===== src/lfs_pkg.sv =====
// Constants, lookup tables and carrier types of the log sweep sequencer.
package lfs_pkg;
   // ----------------------------------------------------------------
   // Widths and power-up values
   // ----------------------------------------------------------------
   localparam int FW = 26;                            // Frequency word, units of 0.01 Hz.
   localparam int QF = 20;                            // Fraction bits of step ratios.
   localparam int PW = 8;                             // Point index width.
   localparam int NK = 8;                             // Number of key bits.
   localparam int NRES = 10;                          // Number of resolution codes.
   localparam logic [FW-1:0] START_PU = 26'h00007d0;  // 20 Hz.
   localparam logic [FW-1:0] STOP_PU = 26'h01e8480;   // 20 kHz.
   localparam logic [FW-1:0] RES_BASE = 26'h00000aa;  // Entry value 170 selects code 17.0.
   localparam logic [3:0] RES_PU = 4'h0;              // Code 17.0, ten points per decade.
   localparam int MAX_POINTS = 255;

   // ----------------------------------------------------------------
   // Register map and key bits
   // ----------------------------------------------------------------
   localparam logic [4:0] A_KEY = 5'h00;
   localparam logic [4:0] A_ENTRY = 5'h04;
   localparam logic [4:0] A_START = 5'h08;
   localparam logic [4:0] A_STOP = 5'h0c;
   localparam logic [4:0] A_STATUS = 5'h10;
   localparam logic [4:0] A_SOURCE = 5'h14;
   localparam int K_LOW = 0;
   localparam int K_HIGH = 1;
   localparam int K_SWEEP = 2;
   localparam int K_CLEAR = 3;
   localparam int K_PRESET = 4;
   localparam int K_UNIT = 5;
   localparam int K_SPECIAL_FUNCTION_KEY = 6;
   localparam int K_ERRCLR = 7;

   // Left display sources and endpoint under edit.
   localparam logic [1:0] L_MEAS = 2'h0;
   localparam logic [1:0] L_ENDPT = 2'h1;
   localparam logic [1:0] L_ENTRY = 2'h2;
   localparam logic [1:0] E_NONE = 2'h0;
   localparam logic [1:0] E_LOW = 2'h1;
   localparam logic [1:0] E_HIGH = 2'h2;

   // ----------------------------------------------------------------
   // Resolution tables
   // ----------------------------------------------------------------
   localparam int PPD [NRES] = '{10, 1, 2, 5, 10, 20, 50, 100, 200, 500};
   typedef logic [FW-1:0] lfs_tab_t [NRES];

   // Builds ten raised to e/k in fixed point for every resolution code.
   function automatic lfs_tab_t lfs_ratio_tab(real e);
      lfs_tab_t t;
      for (int c = 0; c < NRES; c++) begin
         t[c] = FW'($rtoi(10.0 ** (e / real'(PPD[c])) * real'(1 << QF) + 0.5));
      end
      return t;
   endfunction

   localparam lfs_tab_t STEP_UP = lfs_ratio_tab(1.0);
   localparam lfs_tab_t STEP_DN = lfs_ratio_tab(-1.0);
   localparam lfs_tab_t HALF_UP = lfs_ratio_tab(0.5);
   localparam lfs_tab_t HALF_DN = lfs_ratio_tab(-0.5);

   // ----------------------------------------------------------------
   // Carrier types
   // ----------------------------------------------------------------
   typedef struct packed {
      logic meas_done;
      logic rec_err;
      logic nonrec_err;
      logic [FW-1:0] meas_freq;
   } lfs_meas_t;

   typedef struct packed {
      logic sweep_led;
      logic special_function_key_led;
      logic [1:0] left_src;
      logic [FW-1:0] left_value;
   } lfs_panel_t;

   typedef struct packed {
      logic [PW-1:0] point;
      logic [3:0] res;
      logic [12:0] rsvd;
      logic last;
      logic down;
      logic special_function_key;
      logic err;
      logic paused;
      logic stepping;
      logic sweep_mode;
   } lfs_status_t;
endpackage


===== src/lfs_sequencer.sv =====
// Log frequency sweep sequencer with a classic Wishbone register slave.
`timescale 1ns/1ps

module lfs_sequencer (
   // Clock and reset.
   input wire logic core_clk_i,
   input wire logic rst_i,
   // Wishbone slave.
   input wire logic wb_cyc_i,
   input wire logic wb_stb_i,
   input wire logic wb_we_i,
   input wire logic [4:0] wb_adr_i,
   input wire logic [3:0] wb_sel_i,
   input wire logic [31:0] wb_dat_i,
   output logic [31:0] wb_dat_o,
   output logic wb_ack_o,
   // Measurement side.
   input wire logic signal_detect_i,
   input wire lfs_pkg::lfs_meas_t meas_i,
   // Source and front panel.
   output logic [lfs_pkg::FW-1:0] src_freq_o,
   output lfs_pkg::lfs_panel_t panel_o
);
   // ----------------------------------------------------------------
   // Declarations
   // ----------------------------------------------------------------
   typedef enum logic [4:0] {
      S_IDLE = 5'h01,
      S_ARM = 5'h02,
      S_MEAS = 5'h04,
      S_CALC = 5'h08,
      S_CHK = 5'h10
   } lfs_state_t;

   lfs_state_t state;
   logic [1:0] sig_sync;
   logic wr;
   logic entry_wr;
   logic [lfs_pkg::NK-1:0] kv;
   logic [31:0] next_entry;
   logic [lfs_pkg::FW-1:0] entry;
   logic [lfs_pkg::FW-1:0] low_endpoint_key;
   logic [lfs_pkg::FW-1:0] high_endpoint_key;
   logic [lfs_pkg::FW-1:0] src;
   logic [lfs_pkg::FW+1:0] test_w;
   logic [lfs_pkg::PW-1:0] point;
   logic [3:0] res;
   logic [1:0] left_src;
   logic [1:0] edit;
   logic special_function_key_led;
   logic sweep_mode;
   logic err_flag;
   logic down;
   logic last;
   logic hit;
   logic start_ok;
   logic abort;
   logic to_stop;
   lfs_pkg::lfs_status_t status;

   // Fixed-point multiply of a frequency by a Q.20 ratio, kept two bits wider than the frequency word.
   function automatic logic [lfs_pkg::FW+1:0] scale(logic [lfs_pkg::FW-1:0] f, logic [lfs_pkg::FW-1:0] r);
      logic [2*lfs_pkg::FW-1:0] p;
      p = f * r;
      return p[lfs_pkg::QF+lfs_pkg::FW+1:lfs_pkg::QF];
   endfunction

   // True when the bus addresses the given register.
   function automatic logic reg_hit(logic [4:0] a, logic [4:0] ref_a);
      return a == ref_a;
   endfunction

   // ----------------------------------------------------------------
   // Bus slave
   // ----------------------------------------------------------------
   // Writes commit on the edge that sees ack, so each takes effect once.
   assign wr = wb_cyc_i && wb_stb_i && wb_we_i && wb_ack_o;
   assign entry_wr = wr && reg_hit(wb_adr_i, lfs_pkg::A_ENTRY);
   assign kv = (wr && reg_hit(wb_adr_i, lfs_pkg::A_KEY) && wb_sel_i[0]) ? wb_dat_i[lfs_pkg::NK-1:0] : '0;

   // Byte lanes of the entry register follow the select lines.
   always_comb begin
      next_entry = 32'(entry);
      for (int b = 0; b < 4; b++) begin
         if (entry_wr && wb_sel_i[b]) begin
            next_entry[b*8 +: 8] = wb_dat_i[b*8 +: 8];
         end
      end
   end

   // Status word gathers the sequencer state.
   always_comb begin
      status = '0;
      status.point = point;
      status.res = res;
      status.last = last;
      status.down = down;
      status.special_function_key = special_function_key_led;
      status.err = err_flag;
      status.paused = sweep_mode && meas_i.rec_err;
      status.stepping = sweep_mode && !meas_i.rec_err && state != S_ARM;
      status.sweep_mode = sweep_mode;
   end

   // Ack is one cycle after the request and drops the cycle after.
   always_ff @(posedge core_clk_i) begin
      if (rst_i) begin
         wb_ack_o <= 1'b0;
         wb_dat_o <= 32'h00000000;
      end else begin
         wb_ack_o <= wb_cyc_i && wb_stb_i && !wb_ack_o;
         case (wb_adr_i)
            lfs_pkg::A_ENTRY: wb_dat_o <= 32'(entry);
            lfs_pkg::A_START: wb_dat_o <= 32'(low_endpoint_key);
            lfs_pkg::A_STOP: wb_dat_o <= 32'(high_endpoint_key);
            lfs_pkg::A_STATUS: wb_dat_o <= status;
            lfs_pkg::A_SOURCE: wb_dat_o <= 32'(src);
            default: wb_dat_o <= 32'h00000000;
         endcase
      end
   end

   // ----------------------------------------------------------------
   // Keyboard entry and display
   // ----------------------------------------------------------------
   // Input detect comes from a pin and is synchronised first.
   always_ff @(posedge core_clk_i) begin
      if (rst_i) begin
         sig_sync <= 2'h0;
      end else begin
         sig_sync <= {sig_sync[0], signal_detect_i};
      end
   end

   // Entry register holds the value being keyed in.
   always_ff @(posedge core_clk_i) begin
      if (rst_i) begin
         entry <= '0;
      end else begin
         entry <= next_entry[lfs_pkg::FW-1:0];
      end
   end

   // Left display source and the endpoint being edited.
   always_ff @(posedge core_clk_i) begin
      if (rst_i) begin
         left_src <= lfs_pkg::L_MEAS;
         edit <= lfs_pkg::E_NONE;
      end else if (kv[lfs_pkg::K_LOW]) begin
         left_src <= lfs_pkg::L_ENDPT;
         edit <= lfs_pkg::E_LOW;
      end else if (kv[lfs_pkg::K_HIGH]) begin
         left_src <= lfs_pkg::L_ENDPT;
         edit <= lfs_pkg::E_HIGH;
      end else if (kv[lfs_pkg::K_UNIT] || kv[lfs_pkg::K_SPECIAL_FUNCTION_KEY]) begin
         left_src <= lfs_pkg::L_MEAS;
         edit <= lfs_pkg::E_NONE;
      end else if (entry_wr) begin
         left_src <= lfs_pkg::L_ENTRY;
      end
   end

   // Unit key programs the endpoint under edit; the source is not moved.
   always_ff @(posedge core_clk_i) begin
      if (rst_i) begin
         low_endpoint_key <= lfs_pkg::START_PU;
         high_endpoint_key <= lfs_pkg::STOP_PU;
      end else if (kv[lfs_pkg::K_UNIT] && edit == lfs_pkg::E_LOW) begin
         low_endpoint_key <= entry;
      end else if (kv[lfs_pkg::K_UNIT] && edit == lfs_pkg::E_HIGH) begin
         high_endpoint_key <= entry;
      end
   end

   // Special key with entry 170 to 179 selects the resolution code.
   always_ff @(posedge core_clk_i) begin
      if (rst_i) begin
         res <= lfs_pkg::RES_PU;
         special_function_key_led <= 1'b0;
      end else if (kv[lfs_pkg::K_SPECIAL_FUNCTION_KEY] && entry >= lfs_pkg::RES_BASE &&
                   entry < lfs_pkg::RES_BASE + lfs_pkg::FW'(lfs_pkg::NRES)) begin
         res <= 4'(entry - lfs_pkg::RES_BASE);
         if (entry != lfs_pkg::RES_BASE) begin
            special_function_key_led <= 1'b1;
         end
      end
   end

   // Panel outputs are registered copies of the display state.
   always_ff @(posedge core_clk_i) begin
      if (rst_i) begin
         panel_o <= '0;
      end else begin
         panel_o.sweep_led <= sweep_mode;
         panel_o.special_function_key_led <= special_function_key_led;
         panel_o.left_src <= left_src;
         case (left_src)
            lfs_pkg::L_ENDPT: panel_o.left_value <= (edit == lfs_pkg::E_HIGH) ? high_endpoint_key : low_endpoint_key;
            lfs_pkg::L_ENTRY: panel_o.left_value <= entry;
            default: panel_o.left_value <= meas_i.meas_freq;
         endcase
      end
   end

   // ----------------------------------------------------------------
   // Error latch
   // ----------------------------------------------------------------
   // A present cause keeps the flag set against the clear key.
   always_ff @(posedge core_clk_i) begin
      if (rst_i) begin
         err_flag <= 1'b0;
      end else if (meas_i.nonrec_err) begin
         err_flag <= 1'b1;
      end else if (kv[lfs_pkg::K_ERRCLR]) begin
         err_flag <= 1'b0;
      end
   end

   // ----------------------------------------------------------------
   // Sweep sequencer
   // ----------------------------------------------------------------
   assign start_ok = kv[lfs_pkg::K_SWEEP] && !err_flag && !meas_i.nonrec_err;
   assign abort = kv[lfs_pkg::K_CLEAR] || kv[lfs_pkg::K_PRESET] || meas_i.nonrec_err;

   // A point is last once half a step more reaches the stop, which rounds the count.
   assign test_w = scale(src, down ? lfs_pkg::HALF_DN[res] : lfs_pkg::HALF_UP[res]);
   assign hit = (down ? (test_w <= {2'b00, high_endpoint_key}) : (test_w >= {2'b00, high_endpoint_key})) ||
                src == high_endpoint_key || point == lfs_pkg::PW'(lfs_pkg::MAX_POINTS - 1);

   // The checked point is the last one and no key or nonrecoverable error overrides the sequencer this cycle.
   assign to_stop = state == S_CHK && hit && !abort && !start_ok && !kv[lfs_pkg::K_LOW] && !kv[lfs_pkg::K_HIGH];

   // Sweep state, source frequency and point index.
   always_ff @(posedge core_clk_i) begin
      if (rst_i) begin
         state <= S_IDLE;
         sweep_mode <= 1'b0;
         src <= lfs_pkg::START_PU;
         point <= '0;
         down <= 1'b0;
         last <= 1'b0;
      end else if (abort) begin
         state <= S_IDLE;
         sweep_mode <= 1'b0;
      end else if (start_ok) begin
         state <= S_CHK;
         sweep_mode <= 1'b1;
         src <= low_endpoint_key;
         point <= '0;
         down <= low_endpoint_key > high_endpoint_key;
      end else if (kv[lfs_pkg::K_LOW] || kv[lfs_pkg::K_HIGH]) begin
         state <= S_IDLE;
         sweep_mode <= 1'b0;
         src <= kv[lfs_pkg::K_LOW] ? low_endpoint_key : high_endpoint_key;
      end else begin
         case (state)
            S_IDLE: begin
               state <= S_IDLE;
            end
            // Holds at the start until the input sees a signal and no recoverable error holds the measurement.
            S_ARM: begin
               if (sig_sync[1] && !meas_i.rec_err) begin
                  state <= S_MEAS;
               end
            end
            S_MEAS: begin
               if (meas_i.meas_done && !meas_i.rec_err) begin
                  if (last) begin
                     state <= S_IDLE;
                     sweep_mode <= 1'b0;
                  end else begin
                     state <= S_CALC;
                  end
               end
            end
            S_CALC: begin
               src <= lfs_pkg::FW'(scale(src, down ? lfs_pkg::STEP_DN[res] : lfs_pkg::STEP_UP[res]));
               point <= point + 1'b1;
               state <= S_CHK;
            end
            S_CHK: begin
               last <= hit;
               if (hit) begin
                  src <= high_endpoint_key;
               end
               state <= (point == '0) ? S_ARM : S_MEAS;
            end
            default: begin
               state <= S_IDLE;
               sweep_mode <= 1'b0;
            end
         endcase
      end
   end

   // Source tuning word trails the internal source by a cycle; on the last point it goes
   // straight to the stop, so the output steps once; it shows the unrounded value only if a key or nonrecoverable error overrides that cycle.
   always_ff @(posedge core_clk_i) begin
      if (rst_i) begin
         src_freq_o <= lfs_pkg::START_PU;
      end else begin
         src_freq_o <= to_stop ? high_endpoint_key : src;
      end
   end
endmodule

===== config.mk =====
export PLATFORM = sky130hd
export DESIGN_NAME = lfs_sequencer
export DESIGN_NICKNAME = d
export VERILOG_FILES = /design/src/lfs_pkg.sv /design/src/lfs_sequencer.sv
export SDC_FILE = /design/constraint.sdc
export NUM_CORES = 2
export LEC_CHECK = 0
export BUFFER_PORTS_ARGS = -buffer_cell sky130_fd_sc_hd__buf_4
export CAP_MARGIN = 20
export CORE_AREA = 2 2 279 309
export DETAILED_ROUTE_END_ITERATION = 12
export DIE_AREA = 0 0 281 311
export GPL_ROUTABILITY_DRIVEN = 0
export PLACE_DENSITY_LB_ADDON = 0.25
export SLEW_MARGIN = 20
export SYNTH_ARGS = -nofsm -noshare
export SYNTH_HDL_FRONTEND = slang
export SYNTH_SLANG_ARGS = --single-unit

===== constraint.sdc =====
create_clock -name core_clk_i -period 13 [get_ports core_clk_i]
set_input_delay 1.3 -clock core_clk_i [delete_from_list [all_inputs] [get_ports core_clk_i]]
set_output_delay 1.3 -clock core_clk_i [all_outputs]
set_load 0.02 [all_outputs]

==> results.rst <==
.. list-table::
   :header-rows: 1

   * - Metric
     - Value
   * - Clock edge transition at the registers on the reported setup and hold paths
     - 0.07 ns
   * - Shortest clock period the worst path allows after layout
     - 12.45 ns
   * - Pint
     - 1.17 mW
   * - Die extent in x
     - 281 um
   * - First drt pass iteration count
     - 7
   * - Fraction of synthesized area in multiplexers
     - 1.42%
   * - Run status
     - completed
   * - Count of state elements after synthesis
     - 221
   * - Cell depth of the worst min-delay path
     - 1
   * - Port Buffers
     - 158
   * - Sequential cell area
     - 4460 um^2
   * - Setup TNS
     - 0 ns
   * - Metal3 WL
     - 14.9 mm
   * - Cells resized by post-CTS repair
     - 0
   * - Number of distinct library cell variants in the gate-level netlist after synthesis
     - 91
   * - Fraction of layout instances using a drive strength above 1
     - 7.12%
   * - Overall die height
     - 311 um
   * - YS warnings
     - 0
   * - Post-synthesis share of cell area spent on xor and xnor gates
     - 1.59%
   * - Switching power
     - 333 uW
   * - Startpoint Class
     - flop
   * - Clock tree from TritonCTS
     - built
   * - Post-route DRC violation count
     - 0
   * - Commonest non-fill, non-tap cell in the layout
     - inv_1
   * - Adder-Cell Fraction of Synth Area
     - 50.4%
   * - Maximum net fanout on the critical path
     - 17
   * - Largest net degree at the start of global routing
     - 86
   * - Routed WL
     - 150 mm
   * - Detail Placement HPWL
     - 116 mm
   * - Number of failing setup endpoints in the final timing report
     - 0
   * - Final standard cell area without fillers
     - 53500 um^2
   * - Setup Fix Bufs, Post-CTS
     - 0
   * - Post-synthesis average cell area
     - 8.50 um^2
   * - Filler Cells Inserted
     - 7213
   * - Quantity of hold-fixing buffers added after cts
     - 0
   * - Synth Area in Compound Gates
     - 8.20%
   * - Max stage delay cell, worst path
     - a21oi_2
   * - Hold-critical path endpoint
     - sig_sync[1]
   * - Req. time, crit path
     - 13.38 ns
   * - Slew at the pin closest to its max-slew limit
     - 1.18 ns
   * - Clock Skew
     - 0.0174 ns
   * - Leak
     - 27.2 nW
   * - Final net count
     - 7385
   * - Proportion of power drawn by the clock network
     - 49.5%
   * - Worst path max stage delay
     - 0.76 ns
   * - Number of sinks handled by clock tree synthesis
     - 221
   * - Post-synthesis instance total
     - 5912
   * - Met1 wire length
     - 55.3 mm
   * - Post-synth EDFFs
     - 0
   * - Sequential Power Share
     - 45.3%
   * - Post-synthesis instance area
     - 50200 um^2
   * - CTS Root Buffer Type
     - clkbuf_16
   * - Average wire per cell in the routed design
     - 21.3 um
   * - Number of core rows
     - 112
   * - Area inside the core boundary
     - 84200 um^2
   * - Setup repair after global routing missed its margin
     - false
   * - Proportion of total power due to net switching
     - 22.1%
   * - Startpoint of the most critical hold path
     - sig_sync[0]
   * - Maximum frequency from static timing analysis
     - 80.3 MHz
   * - Leading cell types in the layout, fill and taps excluded
     - inv_1, fa_1, nand2_1
   * - Number of antenna-violating nets in the routed design
     - 0
   * - Sum of internal, switching and leakage power
     - 1.51 mW
   * - Violation count after the first detailed-route iteration
     - 4033
   * - Met2 routed wirelength
     - 70.1 mm
   * - Floorplan die area
     - 87400 um^2
   * - Period utilization
     - 95.8%
   * - Relative slew slack
     - 21.2%
   * - Synthesized net count
     - 7426
   * - Combinational share of power
     - 5.1%
   * - Hold Vio Cnt, Final
     - 0
   * - Number of buffers between clock root and the deepest sink
     - 3
   * - Initial Utilization
     - 59.6%
   * - Worst reg-to-reg setup slack
     - 0.55 ns
   * - Total area of multi-input combinational cells
     - 40100 um^2
   * - Total clock buffers created by CTS
     - 22
   * - Worst hold path type
     - reg2reg
   * - Crit-path leading delay family
     - adder cells
   * - Type of destination of the critical path
     - flop
   * - Number of pins exceeding their max-slew limit in the final report
     - 0
   * - Area added between synthesis and finish
     - 6.56%
   * - Total I/O pin count
     - 165
   * - Combined global-route utilization of all metal layers
     - 35.0%
   * - Reg-to-reg critical path endpoint
     - src_freq_o[19]
   * - Fraction of the yosys area taken by sequential cells
     - 8.81%
   * - Final design utilization
     - 63.5%
   * - Max-cap violations
     - 0
   * - Peak ir drop on the vdd network
     - 0.0000971 V
   * - Critical path buffer and inverter count
     - 8
   * - Worst Reg2Reg Path Length in Cells
     - 46
   * - Worst flop-to-flop path startpoint
     - res[1]
   * - Number of vias per cell after detailed routing
     - 5.86
   * - Data arrival, critical path
     - 12.83 ns
   * - Vias post-DR
     - 41163
   * - Total power divided by cell area
     - 28.2 nW/um^2
   * - Overflow left after global routing
     - 0
   * - Share of synthesized cell area in and, or, nand and nor gates
     - 17.8%
   * - Initial antenna violation count
     - 5
   * - Clock insertion delay at the later pin of the skew report
     - 0.53 ns
   * - Crit Path Class
     - reg2reg
   * - Critical path's most frequent cell
     - fa_1
   * - Wire length of the first global-routing pass
     - 237 mm
   * - Share of flip-flops with an asynchronous set or reset after synthesis
     - 0%
   * - Main combinational cell family by area after synthesis
     - adder cells
   * - Highest Signal Layer
     - met4
   * - Via count of the first global-routing pass
     - 42795
   * - H-tree levels
     - 1
   * - Prevailing post-synth register cell
     - dfxtp_1
   * - Dpl cell area
     - 52700 um^2
## cells by family after synthesis
group	after synthesis
AND/OR/NAND/NOR	1876
adder cells (fa/ha/maj)	1438
flip-flops	221
multiplexers	71
AO/OA/AOI/OAI	655
XOR/XNOR	91
buffers and inverters	1560
## through the flow
stage	instances	setup slack, ns	hold WS, ns
finish	7028	0.547	0.456
global route	7027	0.131	0.466
CTS	7027	0.850	0.458
detailed placement	6987	0.871	0.443
global placement	6987	0.998	0.433
floorplan	5912	1.83	0.414
## area by class of cell
| type | instances | share of cell area (%) |
|---|---|---|
| antenna | 1 | 0.00468 |
| clock buffer | 30 | 1.18 |
| multi-input combinational | 4131 | 75.0 |
| sequential | 221 | 8.33 |
| clock inverter | 10 | 0.388 |
| tap | 1140 | 2.67 |
| inverter | 1221 | 8.56 |
| timing repair buffer | 274 | 3.89 |
## power by group through the flow
| stage | clock network [mW] | registers (mW) | logic (mW) |
|---|---|---|---|
| 3_3_place_gp | 0 | 0.699 | 0.0746 |
| 5_1_grt | 0.772 | 0.683 | 0.0817 |
| 3_5_place_dp | 0 | 0.699 | 0.0754 |
| 2_1_floorplan | 0 | 0.705 | 0.0334 |
| 6_report | 0.747 | 0.683 | 0.0775 |
| 4_1_cts | 0.744 | 0.683 | 0.0756 |
## metal layers
metal / GRT usage, % / vias to the layer above
li1: - / 17872
met1: 44.7 / 20567
met2: 56.4 / 2186
met3: 6.74 / 538
met4: 18.2 / 0
met5: 0 / -
## cell usage after synthesis, drive strengths merged (8+ instances only)
cell type / instances / area share, %
xor2: 27 / 0.47
dfxtp: 221 / 8.8
nand4b: 8 / 0.18
xnor2: 64 / 1.1
a31oi: 17 / 0.24
mux2i: 68 / 1.4
nor3: 40 / 0.42
fa: 975 / 39
or3: 14 / 0.18
nand2b: 24 / 0.31
buf: 39 / 0.45
nand3: 48 / 0.48
o21ai: 137 / 1.4
ha: 463 / 12
nand3b: 8 / 0.14
and3: 34 / 0.42
inv: 1216 / 9.1
o211ai: 30 / 0.50
a22oi: 39 / 0.58
o21bai: 13 / 0.20
a211oi: 24 / 0.45
nor2: 249 / 1.9
a221oi: 19 / 0.33
nand4: 26 / 0.32
nor4: 20 / 0.25
nor2b: 115 / 1.4
nand2: 892 / 6.7
and2: 366 / 4.6
a21o: 43 / 0.64
a21oi: 261 / 2.6
o21a: 19 / 0.30
clkbuf: 300 / 2.2
## sequential cells by signal, indices dropped and copies added (netlist names), 5 cells and up
name	cells
entry	26
high_endpoint_key	26
low_endpoint_key	26
panel_o	30
point	8
src	26
src_freq_o	26
state	5
wb_dat_o	32
## worst reg2reg max path, delay by kind of cell (launching register included)
family / cells / cell delay [ns]
DFF: 1 / 0.40
and+or+nand+nor: 14 / 2.70
buffers and inverters: 8 / 1.22
muxes: 1 / 0.23
AOI/OAI and AO/OA: 11 / 3.24
xor gates and xnor gates: 2 / 0.20
adders and majority gates: 10 / 4.33
## how the worst max path moves through the flow
stage / start / to / slack (ns) / depth (start not counted)
2_1_floorplan: res[0] / src[4] / 1.83 / 50
3_3_place_gp: res[1] / src_freq_o[1] / 1.0 / 47
3_5_place_dp: res[1] / src_freq_o[19] / 0.87 / 46
4_1_cts: res[1] / src_freq_o[19] / 0.85 / 46
5_1_grt: res[1] / src_freq_o[14] / 0.13 / 48
6_report: res[1] / src_freq_o[19] / 0.55 / 46
(Power assumes the default switching activity.)
